**config.mk**
```make
export PLATFORM = sky130hd
export DESIGN_NAME = smc_standby_mode_control
export DESIGN_NICKNAME = d
export VERILOG_FILES = /design/src/rtl/smc_pkg.sv /design/src/rtl/smc_standby_mode_control.sv
export SDC_FILE = /design/constraint.sdc
export NUM_CORES = 1
export LEC_CHECK = 0
export BUFFER_PORTS_ARGS = -buffer_cell sky130_fd_sc_hd__buf_2
export CAP_MARGIN = 25
export CORE_ASPECT_RATIO = 1.5
export CORE_MARGIN = 2
export CORE_UTILIZATION = 35
export CTS_CLUSTER_SIZE = 40
export DETAILED_ROUTE_END_ITERATION = 12
export SKIP_CTS_REPAIR_TIMING = 1
export SYNTH_ARGS = -nofsm -noshare
export SYNTH_HDL_FRONTEND = slang
export SYNTH_SLANG_ARGS = --single-unit
export TNS_END_PERCENT = 50
```
**constraint.sdc**
```tcl
create_clock -name ref_clk -period 4.8 [get_ports ref_clk]
set_clock_uncertainty 0.2 [all_clocks]
set_input_delay 0.24 -clock ref_clk [delete_from_list [all_inputs] [get_ports ref_clk]]
set_output_delay 0.24 -clock ref_clk [all_outputs]
set_load 0.05 [all_outputs]
```
**src/rtl/smc_pkg.sv**
```systemverilog
package smc_pkg;
  // AXI4-Lite register map (byte addresses)
  localparam logic [7:0] SMC_STANDBY_CLOCK_CONTROL_OFS = 8'h00;
  localparam logic [7:0] SMC_TIME_BASE_CONTROL_OFS     = 8'h04;
  localparam logic [7:0] SMC_INT_CONTROL_OFS           = 8'h08;
  localparam logic [7:0] SMC_STATUS_OFS                = 8'h0c;
  // standby_clock_control fields
  localparam int SMC_XEN_BIT   = 7;
  localparam int SMC_XTEN_BIT  = 6;
  localparam int SMC_SYSCK_BIT = 5;
  localparam int SMC_HALT_BIT  = 4;
  localparam int SMC_TGH_BIT   = 2;
  // time_base_control fields
  localparam int SMC_TBEN_BIT  = 7;
  localparam int SMC_TBCK_LSB  = 0;
  // interrupt control fields
  localparam int SMC_MASTER_EN_BIT = 0;
  localparam int SMC_TB_IRQ_EN_BIT = 1;
  localparam int SMC_WD_PEND_BIT   = 2;
  localparam int SMC_IL6_BIT   = 3;
  localparam logic [7:0] SMC_SCC_RESET = 8'h80;
  localparam logic [7:0] SMC_TBC_RESET = 8'h00;
  localparam logic [1:0] SMC_RESP_OKAY   = 2'b00;
  localparam logic [1:0] SMC_RESP_SLVERR = 2'b10;
  // Program counter step past the entry instruction
  localparam logic [15:0] SMC_PC_STEP = 16'h0002;
  typedef enum logic [2:0] {
    SMC_RUN,
    SMC_SLOW,
    SMC_CPU_HALT,
    SMC_DEEP_HALT,
    SMC_WAKE
  } smc_state_type;
endpackage : smc_pkg

```
**src/rtl/smc_standby_mode_control.sv**
```systemverilog
// The AXI4-Lite slave port and the address map were left to the implementer.
`timescale 1ns/1ns
// Notes on behaviour
// - CPU-halt stops CPU and watchdog clocks; peripherals keep running.
// - Halt modes freeze CPU state, memory, PSW and port latches.
// - On halt entry the held PC is entry instruction address plus two.
// - Writing one to halt request bit enters CPU-halt; writing both halt bits at once enters neither mode.
// - CPU-halt release clears the halt bit and resumes prior run mode.
// - Reset pin low ends halt; execution restarts in high-clock-only run.
// - Master enable zero: enabled request wakes without vectoring, latch kept.
// - Master enable one: enabled request wakes and is serviced first.
// - Watchdog interrupt just before entry is serviced; halt not entered.
// - Deep-halt gates every peripheral clock except time base timer.
// - Writing one to timing generator halt bit enters deep-halt; with halt request bit also one, neither mode is entered.
// - Deep-halt release clears the bit and resumes prior run mode.
// - Time base enable set before deep-halt entry sets its interrupt latch.
// - Deep-halt entry and wake ignore the time base enable.
// - Deep-halt ends on selected time base clock falling edge.
// - All three enables one: wake edge also starts time base service.
// - Wake uses asynchronous clock; halt may be shorter than a period.
// - Both oscillators off, or selected oscillator off, raises a reset.
module smc_standby_mode_control
  import smc_pkg::*;
(
  input  wire logic        ref_clk,
  input  wire logic        rst_n,
  input  wire logic        s_axi_awvalid,
  output logic             s_axi_awready,
  input  wire logic [7:0]  s_axi_awaddr,
  input  wire logic        s_axi_wvalid,
  output logic             s_axi_wready,
  input  wire logic [31:0] s_axi_wdata,
  input  wire logic [3:0]  s_axi_wstrb,
  output logic             s_axi_bvalid,
  input  wire logic        s_axi_bready,
  output logic [1:0]       s_axi_bresp,
  input  wire logic        s_axi_arvalid,
  output logic             s_axi_arready,
  input  wire logic [7:0]  s_axi_araddr,
  output logic             s_axi_rvalid,
  input  wire logic        s_axi_rready,
  output logic [31:0]      s_axi_rdata,
  output logic [1:0]       s_axi_rresp,
  input  wire logic [15:0] entry_pc,
  input  wire logic        irq_request,
  input  wire logic        watchdog_irq,
  input  wire logic        low_clock_pin,
  input  wire logic [7:0]  tb_source_pins,
  output logic             cpu_clock_en,
  output logic             watchdog_clock_en,
  output logic             periph_clock_en,
  output logic             time_base_clock_en,
  output logic             cpu_state_hold,
  output logic [15:0]      held_pc,
  output logic             vector_request,
  output logic             time_base_vector,
  output logic             system_clock_reset,
  output logic             high_osc_enable,
  output logic             low_osc_enable,
  output logic             system_clock_select
);

  smc_state_type state_reg;
  smc_state_type run_mode_reg;
  logic [7:0]    scc_reg;
  logic [7:0]    tbc_reg;
  logic          master_en_reg;
  logic          tb_irq_en_reg;
  logic          il6_reg;
  logic          wd_pend_reg;
  logic          aw_hold_reg;
  logic          w_hold_reg;
  logic [7:0]    aw_addr_reg;
  logic [31:0]   w_data_reg;
  logic [3:0]    w_strb_reg;
  logic          bvalid_reg;
  logic [1:0]    bresp_reg;
  logic          rvalid_reg;
  logic [31:0]   rdata_reg;
  logic [1:0]    rresp_reg;
  logic [15:0]   held_pc_reg;
  logic          vec_reg;
  logic          tbvec_reg;
  logic          sys_rst_reg;
  logic [2:0]    lck_sync_reg;
  logic [2:0]    irq_sync_reg;
  logic [2:0]    tb_sync_reg;
  logic          lck_prev_reg;
  logic          wr_fire;
  logic          halt_set;
  logic          tgh_set;
  logic          lp_tick;
  logic          tb_level_reg;
  logic          tb_edge_q;
  logic          tb_src;
  logic          irq_woke;
  logic [7:0]    scc_next;

  function automatic logic known_addr(input logic [7:0] a);
    known_addr = (a == SMC_STANDBY_CLOCK_CONTROL_OFS) || (a == SMC_TIME_BASE_CONTROL_OFS) ||
                 (a == SMC_INT_CONTROL_OFS) || (a == SMC_STATUS_OFS);
  endfunction : known_addr

  // AXI write channel: address and data captured in either order
  assign s_axi_awready = !aw_hold_reg && !bvalid_reg;
  assign s_axi_wready  = !w_hold_reg && !bvalid_reg;
  assign wr_fire       = aw_hold_reg && w_hold_reg && !bvalid_reg;

  always_ff @(posedge ref_clk or negedge rst_n) begin
    if (!rst_n) begin
      aw_hold_reg <= 1'b0;
      w_hold_reg  <= 1'b0;
      aw_addr_reg <= 8'h00;
      w_data_reg  <= 32'h0000_0000;
      w_strb_reg  <= 4'h0;
      bvalid_reg  <= 1'b0;
      bresp_reg   <= SMC_RESP_OKAY;
    end else begin
      if (s_axi_awvalid && s_axi_awready) begin
        aw_hold_reg <= 1'b1;
        aw_addr_reg <= s_axi_awaddr;
      end
      if (s_axi_wvalid && s_axi_wready) begin
        w_hold_reg <= 1'b1;
        w_data_reg <= s_axi_wdata;
        w_strb_reg <= s_axi_wstrb;
      end
      if (wr_fire) begin
        aw_hold_reg <= 1'b0;
        w_hold_reg  <= 1'b0;
        bvalid_reg  <= 1'b1;
        bresp_reg   <= known_addr(aw_addr_reg) ? SMC_RESP_OKAY : SMC_RESP_SLVERR;
      end else if (bvalid_reg && s_axi_bready) begin
        bvalid_reg <= 1'b0;
      end
    end
  end
  assign s_axi_bvalid = bvalid_reg;
  assign s_axi_bresp  = bresp_reg;

  // Read channel, one outstanding read
  assign s_axi_arready = !rvalid_reg;
  always_ff @(posedge ref_clk or negedge rst_n) begin
    if (!rst_n) begin
      rvalid_reg <= 1'b0;
      rdata_reg  <= 32'h0000_0000;
      rresp_reg  <= SMC_RESP_OKAY;
    end else if (s_axi_arvalid && s_axi_arready) begin
      rvalid_reg <= 1'b1;
      rresp_reg  <= known_addr(s_axi_araddr) ? SMC_RESP_OKAY : SMC_RESP_SLVERR;
      case (s_axi_araddr)
        SMC_STANDBY_CLOCK_CONTROL_OFS: rdata_reg <= {24'h000000, scc_reg};
        SMC_TIME_BASE_CONTROL_OFS:     rdata_reg <= {24'h000000, tbc_reg};
        SMC_INT_CONTROL_OFS:           rdata_reg <= {28'h0000000, il6_reg, wd_pend_reg, tb_irq_en_reg, master_en_reg};
        SMC_STATUS_OFS:                rdata_reg <= {13'h0000, 3'(state_reg), held_pc_reg};
        default:                       rdata_reg <= 32'h0000_0000;
      endcase
    end else if (rvalid_reg && s_axi_rready) begin
      rvalid_reg <= 1'b0;
    end
  end
  assign s_axi_rvalid = rvalid_reg;
  assign s_axi_rdata  = rdata_reg;
  assign s_axi_rresp  = rresp_reg;

  // Pin synchronisers: three stages, change accepted when stages two and three agree
  assign tb_src = tb_source_pins[tbc_reg[SMC_TBCK_LSB +: 3]];
  always_ff @(posedge ref_clk or negedge rst_n) begin
    if (!rst_n) begin
      lck_sync_reg <= 3'h0;
      irq_sync_reg <= 3'h0;
      tb_sync_reg  <= 3'h0;
      lck_prev_reg <= 1'b0;
      tb_level_reg <= 1'b0;
    end else begin
      lck_sync_reg <= {lck_sync_reg[1:0], low_clock_pin};
      irq_sync_reg <= {irq_sync_reg[1:0], irq_request};
      tb_sync_reg  <= {tb_sync_reg[1:0], tb_src};
      if (lck_sync_reg[1] == lck_sync_reg[2]) begin
        lck_prev_reg <= lck_sync_reg[2];
      end
      if (tb_sync_reg[1] == tb_sync_reg[2]) begin
        tb_level_reg <= tb_sync_reg[2];
      end
    end
  end
  // CPU-halt wake requests are only looked at on the low-power clock tick; deep-halt wake waits on the time base edge instead
  assign lp_tick  = (lck_sync_reg[1] == lck_sync_reg[2]) && lck_sync_reg[2] && !lck_prev_reg;
  // Falling edge of the selected time base source; it may land early in its period
  assign tb_edge_q = tb_level_reg && (tb_sync_reg[1] == tb_sync_reg[2]) && !tb_sync_reg[2];
  assign irq_woke  = (irq_sync_reg[1] == irq_sync_reg[2]) && irq_sync_reg[2];

  // Write decode
  assign halt_set = wr_fire && w_strb_reg[0] && aw_addr_reg == SMC_STANDBY_CLOCK_CONTROL_OFS
                    && w_data_reg[SMC_HALT_BIT];
  assign tgh_set  = wr_fire && w_strb_reg[0] && aw_addr_reg == SMC_STANDBY_CLOCK_CONTROL_OFS
                    && w_data_reg[SMC_TGH_BIT];

  // Mode state machine
  always_ff @(posedge ref_clk or negedge rst_n) begin
    if (!rst_n) begin
      state_reg    <= SMC_RUN;
      run_mode_reg <= SMC_RUN;
      held_pc_reg  <= 16'h0000;
      vec_reg      <= 1'b0;
      tbvec_reg    <= 1'b0;
    end else begin
      vec_reg   <= 1'b0;
      tbvec_reg <= 1'b0;
      case (state_reg)
        SMC_RUN, SMC_SLOW: begin
          // A pending watchdog interrupt wins; the entry write is dropped
          if (wd_pend_reg || watchdog_irq) begin
            state_reg <= state_reg;
          end else if (halt_set && !tgh_set) begin
            run_mode_reg <= state_reg;
            state_reg    <= SMC_CPU_HALT;
            held_pc_reg  <= 16'(entry_pc + SMC_PC_STEP);
          end else if (tgh_set && !halt_set) begin
            run_mode_reg <= state_reg;
            state_reg    <= SMC_DEEP_HALT;
            held_pc_reg  <= 16'(entry_pc + SMC_PC_STEP);
          end else if (scc_reg[SMC_SYSCK_BIT]) begin
            state_reg <= SMC_SLOW;
          end else begin
            state_reg <= SMC_RUN;
          end
        end
        SMC_CPU_HALT: begin
          if (lp_tick && irq_woke) begin
            state_reg <= SMC_WAKE;
            vec_reg   <= master_en_reg;
          end
        end
        SMC_DEEP_HALT: begin
          if (tb_edge_q) begin
            state_reg <= SMC_WAKE;
            tbvec_reg <= master_en_reg && tb_irq_en_reg && tbc_reg[SMC_TBEN_BIT];
          end
        end
        SMC_WAKE: begin
          state_reg <= run_mode_reg;
        end
        default: state_reg <= SMC_RUN;
      endcase
    end
  end
  assign held_pc          = held_pc_reg;
  assign vector_request   = vec_reg;
  assign time_base_vector = tbvec_reg;

  // standby_clock_control; halt bits self-clear on release, software write sets
  always_comb begin
    scc_next = scc_reg;
    if (wr_fire && w_strb_reg[0] && aw_addr_reg == SMC_STANDBY_CLOCK_CONTROL_OFS) begin
      scc_next = w_data_reg[7:0] & 8'hf4;
    end
    if (state_reg == SMC_WAKE) begin
      scc_next[SMC_HALT_BIT] = 1'b0;
      scc_next[SMC_TGH_BIT]  = 1'b0;
    end
    if ((state_reg == SMC_RUN || state_reg == SMC_SLOW) && (wd_pend_reg || watchdog_irq)) begin
      scc_next[SMC_HALT_BIT] = 1'b0;
      scc_next[SMC_TGH_BIT]  = 1'b0;
    end
  end

  always_ff @(posedge ref_clk or negedge rst_n) begin
    if (!rst_n) begin
      scc_reg     <= SMC_SCC_RESET;
      tbc_reg     <= SMC_TBC_RESET;
      sys_rst_reg <= 1'b0;
    end else begin
      scc_reg <= scc_next;
      if (wr_fire && w_strb_reg[0] && aw_addr_reg == SMC_TIME_BASE_CONTROL_OFS) begin
        tbc_reg <= w_data_reg[7:0];
      end
      sys_rst_reg <= (!scc_next[SMC_XEN_BIT] && !scc_next[SMC_XTEN_BIT])
                     || (!scc_next[SMC_SYSCK_BIT] && !scc_next[SMC_XEN_BIT])
                     || (scc_next[SMC_SYSCK_BIT] && !scc_next[SMC_XTEN_BIT]);
    end
  end

  // Interrupt flags; hardware set wins over a software clear
  always_ff @(posedge ref_clk or negedge rst_n) begin
    if (!rst_n) begin
      master_en_reg <= 1'b0;
      tb_irq_en_reg <= 1'b0;
      il6_reg       <= 1'b0;
      wd_pend_reg   <= 1'b0;
    end else begin
      if (wr_fire && w_strb_reg[0] && aw_addr_reg == SMC_INT_CONTROL_OFS) begin
        master_en_reg <= w_data_reg[SMC_MASTER_EN_BIT];
        tb_irq_en_reg <= w_data_reg[SMC_TB_IRQ_EN_BIT];
        il6_reg       <= w_data_reg[SMC_IL6_BIT];
        wd_pend_reg   <= w_data_reg[SMC_WD_PEND_BIT];
      end
      if (watchdog_irq) begin
        wd_pend_reg <= 1'b1;
      end
      if (tgh_set && tbc_reg[SMC_TBEN_BIT] && state_reg != SMC_CPU_HALT && state_reg != SMC_DEEP_HALT) begin
        il6_reg <= 1'b1;
      end
    end
  end

  // Clock gating
  assign cpu_clock_en       = state_reg != SMC_CPU_HALT && state_reg != SMC_DEEP_HALT;
  assign watchdog_clock_en  = cpu_clock_en;
  assign periph_clock_en    = state_reg != SMC_DEEP_HALT;
  assign time_base_clock_en = 1'b1;
  assign cpu_state_hold     = !cpu_clock_en;
  assign system_clock_reset = sys_rst_reg;
  assign high_osc_enable    = scc_reg[SMC_XEN_BIT];
  assign low_osc_enable     = scc_reg[SMC_XTEN_BIT];
  assign system_clock_select = scc_reg[SMC_SYSCK_BIT];
  property p_halt_pc;
    @(posedge ref_clk) disable iff (!rst_n)
    halt_set && !tgh_set && !wd_pend_reg && !watchdog_irq && state_reg == SMC_RUN
      |=> state_reg == SMC_CPU_HALT && held_pc == 16'($past(entry_pc) + SMC_PC_STEP);
  endproperty
  a_halt_pc: assert property (p_halt_pc) else $error("halt entry pc wrong");
  property p_cpu_clk;
    @(posedge ref_clk) disable iff (!rst_n)
    state_reg == SMC_CPU_HALT |-> !cpu_clock_en && !watchdog_clock_en && periph_clock_en;
  endproperty
  a_cpu_clk: assert property (p_cpu_clk) else $error("cpu halt gating wrong");
  property p_deep_clk;
    @(posedge ref_clk) disable iff (!rst_n)
    state_reg == SMC_DEEP_HALT |-> !periph_clock_en && time_base_clock_en;
  endproperty
  a_deep_clk: assert property (p_deep_clk) else $error("deep halt gating wrong");
  property p_wake_clear;
    @(posedge ref_clk) disable iff (!rst_n)
    state_reg == SMC_WAKE |=> !scc_reg[SMC_HALT_BIT] && !scc_reg[SMC_TGH_BIT] && state_reg == $past(run_mode_reg);
  endproperty
  a_wake_clear: assert property (p_wake_clear) else $error("release did not clear");
  property p_wdt_block;
    @(posedge ref_clk) disable iff (!rst_n)
    (state_reg == SMC_RUN || state_reg == SMC_SLOW) && wd_pend_reg |=> state_reg != SMC_CPU_HALT && state_reg != SMC_DEEP_HALT;
  endproperty
  a_wdt_block: assert property (p_wdt_block) else $error("halt entered over watchdog");
  property p_tb_vec;
    @(posedge ref_clk) disable iff (!rst_n)
    state_reg == SMC_DEEP_HALT && tb_edge_q
      |=> time_base_vector == $past(master_en_reg && tb_irq_en_reg && tbc_reg[SMC_TBEN_BIT]);
  endproperty
  a_tb_vec: assert property (p_tb_vec) else $error("time base vector wrong");
  property p_vec;
    @(posedge ref_clk) disable iff (!rst_n)
    state_reg == SMC_CPU_HALT && lp_tick && irq_woke
      |=> vector_request == $past(master_en_reg) ##1 state_reg != SMC_CPU_HALT;
  endproperty
  a_vec: assert property (p_vec) else $error("cpu halt wake wrong");
  property p_osc;
    @(posedge ref_clk) disable iff (!rst_n)
    !high_osc_enable && !low_osc_enable |-> system_clock_reset;
  endproperty
  a_osc: assert property (p_osc) else $error("oscillator reset missing");
  c_cpu:  cover property (@(posedge ref_clk) disable iff (!rst_n) state_reg == SMC_CPU_HALT ##[1:50] state_reg == SMC_WAKE);
  c_deep: cover property (@(posedge ref_clk) disable iff (!rst_n) state_reg == SMC_DEEP_HALT ##[1:50] state_reg == SMC_WAKE);
  c_slow: cover property (@(posedge ref_clk) disable iff (!rst_n) state_reg == SMC_SLOW);
endmodule : smc_standby_mode_control

```
* After elaboration in Yosys (flattened, before gate mapping)
Index checks and enable logic that the tools add are counted.
** Cells by class
- Add/subtract/negate cells :: 1
- Multipliers :: 0
- Div/mod/pow operators :: 0
- $lt $le $gt $ge :: 1
- Equality and inequality tests :: 18
- Shift-type cells :: 0
- Multiplexer cells :: 37
- Bitwise logic cells :: 1
- Reduce and logical (&&, ||, !) cells :: 69
** Operators by type and width (number)
- $pmux W19 S4 :: 1
- $logic_and A1 B1 Y1 :: 33
- $eq A8 B4 Y1 const B :: 4
- $mux W16 :: 2
- $mux W1 :: 22
- $add A16 B2 Y16 const B :: 1
- $eq A8 B3 Y1 const B :: 2
- $logic_not A8 Y1 :: 2
- $mux W3 :: 5
- $reduce_bool A2 Y1 :: 7
- $logic_not A1 Y1 :: 12
- $pmux W3 S4 :: 1
- $logic_or A1 B1 Y1 :: 10
- $mux W2 :: 4
- $mux W8 :: 1
- $eq A3 B2 Y1 const B :: 2
- $ne A2 B2 Y1 const B :: 3
- $ne A3 B2 Y1 const B :: 2
- $reduce_and A3 Y1 :: 2
- $lt A3 B4 Y1 const B :: 1
- $bmux W1 S3 :: 1
- $eq A1 B1 Y1 :: 3
- $eq A3 B1 Y1 const B :: 1
- $eq A3 B3 Y1 const B :: 1
- other kinds (4) :: 4
** Storage, ports and cells
- Flip-flop bits (word level) :: 110
- Latch bits :: 0
- Bits in writable memories :: 0
- Bits in read-only memories :: 0
- Input port bits :: 86
- Output and inout bits :: 68
- Word-level logic and storage cells :: 155
- Memories kept :: 0

* Depth between registers and ports, before layout
Gate-level depths: netlist of the first run.
- Depth in word-level cells :: 11
- Gate-level depth with buffers :: 10
- Gate-level depth less buffers :: 9

* Least setup slack after synthesis of the first run
Ideal clock, no wire load.
- Path type :: reg2reg
- From :: register bvalid_reg (netlist: s_axi_bvalid)
- To :: register held_pc_reg[7] (netlist: held_pc[7])
- Library setup time :: 0.125 ns
- Arrival time :: 2.858 ns
- Data required time :: 4.475 ns
- Slack :: 1.617 ns
- Cell stages (with the launch flop) :: 10
- Path buffers :: 1
- Clock period less this slack :: 3.183 ns
- Path through :: dfrtp_1 > nand3b_2 > nor4_4 > nand2_1 > inv_1 > ha_1 > nor4_1 > nor2b_1 > buf_2 > mux2_2
** On the way
- Cells in the longest elaborated chain, start to end :: 9
- Elaborated cells between the ends (all ways) :: 13
- Those cells by class :: mux (1); reduce/logical (12)
** Ends and longest elaborated chain
- from (decl) :: RTL line smc_standby_mode_control.sv:76 : logic bvalid_reg;
- from (signal assigned) :: RTL line smc_standby_mode_control.sv:116 : bvalid_reg <= 1'b0;
- from (signal assigned) :: RTL line smc_standby_mode_control.sv:131 : bvalid_reg <= 1'b1;
- from (signal assigned) :: RTL line smc_standby_mode_control.sv:134 : bvalid_reg <= 1'b0;
- $logic_not A1 Y1 * :: RTL line smc_standby_mode_control.sv:107 : assign wr_fire = aw_hold_reg && w_hold_reg && !bvalid_reg;
- $logic_and A1 B1 Y1 * :: RTL line smc_standby_mode_control.sv:107
- $logic_and A1 B1 Y1 * (2 in series) :: RTL line smc_standby_mode_control.sv:194, smc_standby_mode_control.sv:196
- $logic_and A1 B1 Y1 (on tied branches) :: RTL line smc_standby_mode_control.sv:197, smc_standby_mode_control.sv:195
- $logic_not A1 Y1 (on tied branches) :: RTL line smc_standby_mode_control.sv:215, smc_standby_mode_control.sv:219
- $logic_and A1 B1 Y1 (on tied branches) :: RTL line smc_standby_mode_control.sv:215, smc_standby_mode_control.sv:219
- $reduce_bool A2 Y1 (no source line)
- $reduce_and A3 Y1 (no source line)
- to (signal assigned) :: RTL line smc_standby_mode_control.sv:218 : held_pc_reg <= 16'(entry_pc + SMC_PC_STEP);
- to (signal assigned) :: RTL line smc_standby_mode_control.sv:222 : held_pc_reg <= 16'(entry_pc + SMC_PC_STEP);
- to (decl) :: RTL line smc_standby_mode_control.sv:81 : logic [15:0] held_pc_reg;
Mark *: on every way between the ends. The rest lies on a longest branch, timed or not.
A chain may end at the register's enable or synchronous reset.

* Worst setup path in the final report of the first run
- From :: register aw_addr_reg[1]
- To :: register held_pc_reg[6] (netlist: held_pc[6])
** On the way
- Cells in the longest elaborated chain, start to end :: 7
- Elaborated cells between the ends (all ways) :: 11
- Those cells by class :: mux (1); reduce/logical (10)
** Ends and longest elaborated chain
- from (decl) :: RTL line smc_standby_mode_control.sv:73 : logic [7:0] aw_addr_reg;
- from (signal assigned) :: RTL line smc_standby_mode_control.sv:121 : aw_addr_reg <= s_axi_awaddr;
- $logic_not A8 Y1 * :: RTL line smc_standby_mode_control.sv:194, smc_standby_mode_control.sv:196
- $logic_and A1 B1 Y1 * :: RTL line smc_standby_mode_control.sv:194, smc_standby_mode_control.sv:196
- $logic_and A1 B1 Y1 (on tied branches) :: RTL line smc_standby_mode_control.sv:197, smc_standby_mode_control.sv:195
- $logic_not A1 Y1 (on tied branches) :: RTL line smc_standby_mode_control.sv:215, smc_standby_mode_control.sv:219
- $logic_and A1 B1 Y1 (on tied branches) :: RTL line smc_standby_mode_control.sv:215, smc_standby_mode_control.sv:219
- $reduce_bool A2 Y1 (no source line)
- $reduce_and A3 Y1 (no source line)
Marked as above.

==> results of run 1 <==
cells in the final DEF (no fill, tap or decap), types with 8 or more instances in the layout:
cell and count:
a21oi_1 18, a22o_1 22, buf_2 109, clkbuf_16 9, conb_1 16, dfrtp_1 94
dlygate4sd3_1 26, inv_1 13, mux2_2 25, mux2_4 8, nand2_1 27, nand3_1 11
nor2_1 24, nor4_1 8, o21ai_0 9, xnor2_1 11
stage by stage:
step	utilization	setup slack, ns	cells	instance area [um2]	hold WS (ns)
after CTS	0.4380	1.021	629	5264	-0.2093
after detailed placement	0.4125	1.043	613	4957	0.1355
after floorplan	-	1.617	377	4368	-0.2556
after global routing	0.4597	0.7371	655	5524	0.03704
final	0.4597	1.090	655	5524	0.02632
after global placement	0.4125	1.111	613	4957	0.1349
layout make-up:
type,count,area (um2)
clock buffer,12,236.5
clock inverter,4,70.07
fill,1129,6492
inverter,13,48.80
multi-input combinational,239,1763
sequential,95,2379
tap,153,191.4
timing repair buffer,139,835.8
critical path: stages (launching register included):
cell and delay [ns]:
dfrtp_1 0.38, or4_4 0.60, nor4_4 0.42, nand2_1 0.19
inv_1 0.09, ha_1 0.23, nor4_1 0.33, nor2b_2 0.69
buf_4 0.32, nor2_1 0.05, a21oi_1 0.12
final timing paths:
check | from | end | slack, ns | cells past startpoint
worst max register to register | aw_addr_reg[1] | held_pc[6] | 1.09 | 10
max in group asynchronous | rst_n | scc_reg[7] | 3.10 | 3
worst min-delay path | entry_pc[13] | held_pc[13] | 0.03 | 3
worst max-delay path | aw_addr_reg[1] | held_pc[6] | 1.09 | 10
min in group asynchronous | rst_n | s_axi_rdata[14] | 0.31 | 2
worst min register to register | tb_sync_reg[0] | tb_sync_reg[1] | 0.15 | 0
per-layer routing:
layer / up-vias / global-route usage
met5: - / 0
met3: 11 / 0.03712
li1: 1512 / -
met2: 96 / 0.2572
met1: 1521 / 0.1795
met4: 0 / 0.06178
where the power goes:
group	switching [mW]	internal (mW)
combinational	0.344	0.224
sequential	0.117	0.933
clock	0.281	0.455
logic make-up (layout without fill, tap and decap cells):
group | Yosys count | count (layout) | synth area share
multiplexers | 45 | 45 | 0.1302
AND/OR/NAND/NOR | 100 | 100 | 0.1287
flip-flops | 95 | 95 | 0.5512
adder cells (fa/ha/maj) | 5 | 5 | 0.01392
XOR/XNOR | 13 | 13 | 0.02638
buffers and inverters | 43 | 168 | 0.05306
other | 2 | 16 | 0.001740
AO/OA/AOI/OAI | 60 | 60 | 0.09481
==> results.cfg, run 1 <==
[layout]
nNetsFinal = 587
largest_reg_flops = 19
n_antenna_cell = 0
drive_gt1_frac = 0.3446
area_growth_pct = 28.01

[place]
gp_congestion = 0.8511
hpwl_um = 7390
portBuffers = 110

[sta]
final_hold_viol_count = 0
max_freq_mhz = 269.5
setup_tns_ns = 0
period_minus_slack_ns = 3.710
maxSlewViolCount = 0
finalSetupViolCount = 0
fin_crit_sh = 0.7729
rsz0062_at_grt = false
relSlewSlack = 0.4499
worst_pin_slew_ns = 0.8231

[clocking]
insertion_delay_ns = 0.34
clk_pin_slew_worst_paths_ns = 0.06
clockBufferDepth = 2
ctsRootBufferMaster = clkbuf_16
cts_buffers = 9
cts_sinks = 95
h-tree-depth = 3
cts_tree = done

[global_routing]
grt_max_degree = 65
grt_antenna_before_repair = 0
grt_use_total = 0.1509
grt-ovfl-total = 0
grt_pass1_wl_um = 15410
grt_pass1_vias = 3070

[worst_setup_path]
crit_fanout = 17
crit_required_ns = 4.86
criticalPathCategory = reg2reg
arrival_ns = 3.77
cp-start-kind = register
critical_path.endpoint_type = register

[detailed_routing]
wl_per_cell_um = 15.04
drtIter0Drc = 131
firstDrtPassIters = 4
num_vias = 3140
routed_wl_um = 9854
drt-met1-wl_um = 4038
antenna_left = 0
vias_per_cell = 4.794
drc_errors = 0
wl_met3_um = 568
wl_met2_um = 5083
top_layer_used = met4

[floorplan]
die_h_um = 140.0
ioPinCount = 154
die-area_um2 = 13250
die_x_um = 94.67
core_area_um2 = 12020
rows = 49
initial_utilization = 0.3591

[synthesis]
synth_warnings = 0
synth_top_area_frac = 0.5451
synth_cells = 363
syn_area_um2 = 4315
syn_avg_cell_area_um2 = 11.89
async_flop_share = 1.000
ys_ff_latch = 95
synth_common_cells = 94 x dfrtp_1, 27 x nand2_1, 25 x mux2_2
synth_top_cell_by_area = dfrtp_1
synth_edf_count = 0
synth_top_cells_by_area = dfrtp_1 55%, mux2_2 6.5%, a22o_1 4.5%
ys.flop_type = dfrtp_1
ys_seq_area_frac = 0.5512
synthMostInstantiatedCell = dfrtp_1
ys_types = 50

[power_and_ir_drop]
ir_drop_uv = 268.4
p_per_area_nw_per_um2 = 426.2
power.total_mw = 2.354
p_leak_nw = 2.690

[run_status]
outcome = completed

[worst_hold_path]
hold_path.class = in2reg

[run]
maxCapViolations = 0
(Power assumes the default switching activity.)
==> inputs of run 2 (changes only) <==
--- a/config.mk
+++ b/config.mk
@@ -5,6 +5,7 @@
 export SDC_FILE = /design/constraint.sdc
 export NUM_CORES = 1
 export LEC_CHECK = 0
+export ABC_AREA = 1
 export BUFFER_PORTS_ARGS = -buffer_cell sky130_fd_sc_hd__buf_2
 export CAP_MARGIN = 25
 export CORE_ASPECT_RATIO = 1.5
==> constraint.sdc (replaced) <==
create_clock -name ref_clk -period 3 [get_ports ref_clk]
set_clock_uncertainty 0.2 [all_clocks]
set_input_delay 0.15 -clock ref_clk [delete_from_list [all_inputs] [get_ports ref_clk]]
set_output_delay 0.15 -clock ref_clk [all_outputs]
set_load 0.05 [all_outputs]
==> run 2 against run 1 <==
The flow now finishes with violations (hold timing). Die area grew 4.2%. Highest routed layer unchanged. First-iteration DRC count grew 21%. Sequential share of layout area shrank 2.3 points. Critical path type unchanged. Area after synthesis grew 4.4%.
==> results.cfg, run 2 <==
[run_status]
outcome = complete, but fails checks
violations = hold timing

[layout]
final_cell_mix = 159 x nand2_1, 109 x buf_2, 94 x dfrtp_1
largest_reg_flops = 19
drive_gt1_frac = 0.2237
fill_cells = 1269
n_antenna_cell = 0
nNetsFinal = 770
area_growth_pct = 29.52
instances_no_fill = 840
final_common_cell = nand2_1

[sta]
fin_crit_sh = 0.8509
period_minus_slack_ns = 2.553
max_freq_mhz = 391.8
relSlewSlack = 0.5196
maxSlewViolCount = 0
finalSetupViolCount = 0
setup_tns_ns = 0
setup_ws_ns = 0.4474
final_hold_viol_count = 3
hold-worst-slack_ns = -0.03646
rsz0062_at_grt = false
worst_pin_slew_ns = 0.7206

[worst_setup_path]
criticalPathCategory = reg2reg
crit_required_ns = 3.01
slowest_stage = dfrtp_1
timing.rr.end = held_pc[5]
path_delay_family = simple AND/OR/NAND/NOR gates
crit_top_cell = nor2_1
crit_path_max_incr_delay_ns = 0.37
timing.critical_path.buf_inv = 2
rrSetupSlack_ns = 0.45
path_cells = nor2_1, nand2_2, nor3_1, nand3_1, nor2_1, inv_1, ha_1, nor2_1, nand2_2, buf_4, nand2_1, o21ai_0
cp-start-kind = register
critical_path.endpoint_type = register
crit_fanout = 27
arrival_ns = 2.56
r2r-start = aw_addr_reg[5]
path_depth = 12
rr_worst_depth = 12

[power_and_ir_drop]
p_clk_frac = 0.343
p_per_area_nw_per_um2 = 598.4
p_leak_nw = 3.037
p_int_mw = 2.444
pwr-share-comb = 0.207
ir_drop_uv = 544.4
pwr-share-seq = 0.450
switchingPower_mw = 1.048
switching_share = 0.3000

[clocking]
cts_buffers = 9
cts_sinks = 95
ctsRootBufferMaster = clkbuf_16
cts_tree = done
h-tree-depth = 3
clk_pin_slew_worst_paths_ns = 0.06
clockBufferDepth = 2
insertion_delay_ns = 0.34

[worst_hold_path]
hold_path.class = in2reg
worstHoldEndpoint = held_pc[3]
min-delay-start = entry_pc[3]
whs_path_depth = 3

[synthesis]
synth_top_cells_by_area = dfrtp_1 52%, nand2_1 13%, nand3_1 6.4%
synth_warnings = 0
synth_top_cell_by_area = dfrtp_1
ys_ff_latch = 95
ys_seq_area_frac = 0.5279
synth_common_cells = 159 x nand2_1, 94 x dfrtp_1, 58 x nand3_1
ys_types = 33
async_flop_share = 1.000
synthMostInstantiatedCell = nand2_1
ys.flop_type = dfrtp_1
syn_avg_cell_area_um2 = 8.469
synth_top_area_frac = 0.5221
synth_edf_count = 0
syn_area_um2 = 4506
synth_cells = 532

[global_routing]
grt-ovfl-total = 0
grt_use_total = 0.1603
grt_pass1_vias = 3781
grt_pass1_wl_um = 17890
grt_antenna_before_repair = 0
grt_max_degree = 56

[run]
maxCapViolations = 0

[place]
dp_slack_ns = 0.4279
place_inst = 789
gp_congestion = 0.8188
hpwl_um = 8304
portBuffers = 110

[detailed_routing]
num_vias = 3934
wl_per_cell_um = 13.13
drtIter0Drc = 159
antenna_left = 0
routed_wl_um = 11030
vias_per_cell = 4.683
drc_errors = 0
firstDrtPassIters = 4

[floorplan]
die_x_um = 96.64
die_h_um = 143.0
rows = 50
die-area_um2 = 13820
core_area_um2 = 12510
ioPinCount = 154
initial_utilization = 0.3601
==> run 2: logic make-up (layout without fill, tap and decap cells) <==
family,Yosys count,count (layout),synth area share
AO/OA/AOI/OAI,50,50,0.05999
XOR/XNOR,7,7,0.01361
adder cells (fa/ha/maj),4,4,0.01111
buffers and inverters,72,210,0.07692
flip-flops,95,95,0.5279
multiplexers,11,11,0.02749
other,2,16,0.001667
AND/OR/NAND/NOR,291,291,0.2813
==> run 2: per-layer routing <==
layer | vias up | part of all wire | global-route usage
met5 | - | 0 | 0
met4 | 0 | 0.019 | 0.05486
met3 | 17 | 0.042 | 0.03475
met2 | 96 | 0.54 | 0.2913
met1 | 1848 | 0.40 | 0.1867
li1 | 1973 | - | -
==> run 2: area by class of cell <==
type	count	area, um2	share of cell area
flip-flops and latches	95	2379	0.4076
multi-input cells	379	1833	0.3141
repair buffers	151	950.9	0.1630
clock buffers	11	242.7	0.04160
well taps	156	195.2	0.03345
inverters	44	165.2	0.02830
clock inverters	4	70.07	0.01201
==> run 2: worst reg2reg max path: cells and delay by family, from the launching register on <==
family / cells / cell delay [ns]
buffers and inverters: 2 / 0.29
flip-flops: 1 / 0.37
adder cells (fa/ha/maj): 1 / 0.27
AND/OR/NAND/NOR: 8 / 1.21
AO/OA/AOI/OAI: 1 / 0.08
==> run 2: power groups by stage <==
stage,registers [mW],clock network [mW],logic [mW]
4_1_cts,1.57,1.22,0.695
6_report,1.57,1.20,0.724
2_1_floorplan,1.62,0,0.482
3_3_place_gp,1.58,0,0.677
5_1_grt,1.59,1.28,0.808
3_5_place_dp,1.59,0,0.693
==> run 2: how the worst max path moves through the flow <==
stage	startpoint	slack (ns)	to
2_1_floorplan	s_axi_bvalid	0.43	held_pc[4]
3_3_place_gp	aw_addr_reg[5]	0.47	held_pc[13]
3_5_place_dp	aw_addr_reg[5]	0.43	held_pc[13]
4_1_cts	aw_addr_reg[5]	0.40	held_pc[13]
5_1_grt	aw_addr_reg[5]	0.19	held_pc[6]
6_report	aw_addr_reg[5]	0.45	held_pc[5]
==> run 2: metrics by stage <==
stage               power, mW  utilization  instance area (um2)
floorplan               2.103            -                 4558
global placement        2.260       0.4126                 5162
detailed placement      2.285       0.4126                 5162
CTS                     3.483       0.4376                 5475
global route            3.678       0.4664                 5836
finish                  3.492       0.4664                 5836
==> inputs of run 3 (changes only) <==
--- a/config.mk
+++ b/config.mk
@@ -6,6 +6,7 @@
 export NUM_CORES = 1
 export LEC_CHECK = 0
 export ABC_AREA = 1
+export ABC_CLOCK_PERIOD_IN_PS = 3000
 export BUFFER_PORTS_ARGS = -buffer_cell sky130_fd_sc_hd__buf_2
 export CAP_MARGIN = 25
 export CORE_ASPECT_RATIO = 1.5
==> constraint.sdc (replaced) <==
create_clock -name ref_clk -period 3 [get_ports ref_clk]
set_clock_uncertainty 0.2 [all_clocks]
set_input_delay 0.9 -clock ref_clk [delete_from_list [all_inputs] [get_ports ref_clk]]
set_output_delay 0.9 -clock ref_clk [all_outputs]
set_load 0.05 [all_outputs]
==> run 3 against run 2 <==
The run now ends clean. Global-route usage down 0.18 points. Non-clock buffer count decreased by 35. Critical path depth stayed put. Register-to-register slack lost 0.13 ns. Critical path type unchanged. Largest power group unchanged.
==> results.cfg, run 3 (synthesized netlist as in run 2, its figures left out) <==
[sta]
finalSetupViolCount = 0
maxSlewViolCount = 0
final_hold_viol_count = 0
rsz0062_at_grt = false
setup_tns_ns = 0
period_minus_slack_ns = 2.679
max_freq_mhz = 373.2
fin_crit_sh = 0.8931
worst_pin_slew_ns = 0.5923
relSlewSlack = 0.6022

[clocking]
cts_sinks = 95
clockBufferDepth = 2
h-tree-depth = 3
cts_buffers = 9
insertion_delay_ns = 0.35
cts_tree = done
clk_pin_slew_worst_paths_ns = 0.07
ctsRootBufferMaster = clkbuf_16

[worst_hold_path]
hold_path.class = reg2reg
whs_path_depth = 0

[global_routing]
grt_max_degree = 59
grt_pass1_vias = 3619
grt_antenna_before_repair = 0
grt_pass1_wl_um = 17480
grt-ovfl-total = 0
grt_use_total = 0.1584

[worst_setup_path]
critical_path.endpoint_type = register
criticalPathCategory = reg2reg
crit_required_ns = 3.03
rr_worst_depth = 12
crit_fanout = 9
arrival_ns = 2.71
cp-start-kind = register

[place]
portBuffers = 110
placed_cell_area_um2 = 5185
gp_congestion = 0.8331
place_inst = 790
hpwl_um = 8368

[detailed_routing]
wl_per_cell_um = 13.41
vias_per_cell = 4.681
num_vias = 3773
routed_wl_um = 10810
antenna_left = 0
firstDrtPassIters = 4
drc_errors = 0
drtIter0Drc = 162

[floorplan]
die_h_um = 143.0
rows = 50
ioPinCount = 154
core_area_um2 = 12510
die_x_um = 96.64
die-area_um2 = 13820
initial_utilization = 0.3601

[power_and_ir_drop]
pwr-share-comb = 0.206
p_int_mw = 2.256
pwr-share-seq = 0.469
p_clk_frac = 0.324
switching_share = 0.3251
p_leak_nw = 2.871
p_per_area_nw_per_um2 = 611.3
ir_drop_uv = 746.8
switchingPower_mw = 1.087

[layout]
drive_gt1_frac = 0.2415
final_common_cell = nand2_1
instances_no_fill = 806
area_growth_pct = 21.38
fin_area_um2 = 5469
final_cell_mix = 159 x nand2_1, 109 x buf_2, 94 x dfrtp_1
nNetsFinal = 735
largest_reg_flops = 19
n_antenna_cell = 0

[run_status]
outcome = completed

[run]
maxCapViolations = 0
[run 3: metal layers]
metal  track usage  vias to the layer above  share of wire
li1              -                     1903              -
met1        0.1841                     1751           0.40
met2        0.2789                      108           0.52
met3       0.04307                       11          0.056
met4       0.06079                        0          0.016
met5             0                        -              0
[run 3: layout make-up]
class                           count  area (um2)
Multi-Input combinational cell    379        1836
Sequential cell                    95        2379
Tap cell                          156       195.2
Fill cell                        1295        7043
Clock inverter                      6       45.04
Timing Repair Buffer              116       610.6
Clock buffer                       10       239.0
Inverter                           44       165.2
[run 3: stage by stage]
| step | setup WS (ns) | hold WS [ns] | util | power, mW |
|---|---|---|---|---|
| after CTS | 0.3083 | 0.1501 | 0.4371 | 3.381 |
| after detailed placement | 0.3258 | 0.1358 | 0.4144 | 2.294 |
| after global placement | 0.4322 | 0.1317 | 0.4144 | 2.262 |
| after floorplan | 0.2765 | 0.1312 | - | 2.103 |
| after global routing | 0.08401 | 0.1572 | 0.4371 | 3.523 |
| final | 0.3206 | 0.1466 | 0.4371 | 3.343 |
[run 3: power groups by stage]
stage | clock network (mW) | registers [mW] | logic (mW)
2_1_floorplan | 0 | 1.62 | 0.482
3_3_place_gp | 0 | 1.58 | 0.679
3_5_place_dp | 0 | 1.59 | 0.699
4_1_cts | 1.11 | 1.57 | 0.701
5_1_grt | 1.16 | 1.59 | 0.766
6_report | 1.08 | 1.57 | 0.690
[run 3: final timing paths]
path | slack [ns] | startpoint | endpoint
max | 0.32 | aw_addr_reg[7] | held_pc[12]
min | 0.15 | tb_sync_reg[0] | tb_sync_reg[1]
min reg2reg | 0.15 | tb_sync_reg[0] | tb_sync_reg[1]
max reg2reg | 0.32 | aw_addr_reg[7] | held_pc[12]
max in group asynchronous | 1.58 | rst_n | scc_reg[7]
min in group asynchronous | 0.31 | rst_n | held_pc[6]
[run 3: critical path, cell delays in order (launching register included)]
cell      delay (ns)
dfrtp_1         0.38
nor2_1          0.13
nand2_2         0.13
nor3_1          0.31
nand3_1         0.14
nor2_1          0.19
inv_1           0.07
ha_1            0.28
nor2_1          0.06
nand2_2         0.12
clkinv_1        0.26
nand3_1         0.23
nand2_1         0.07
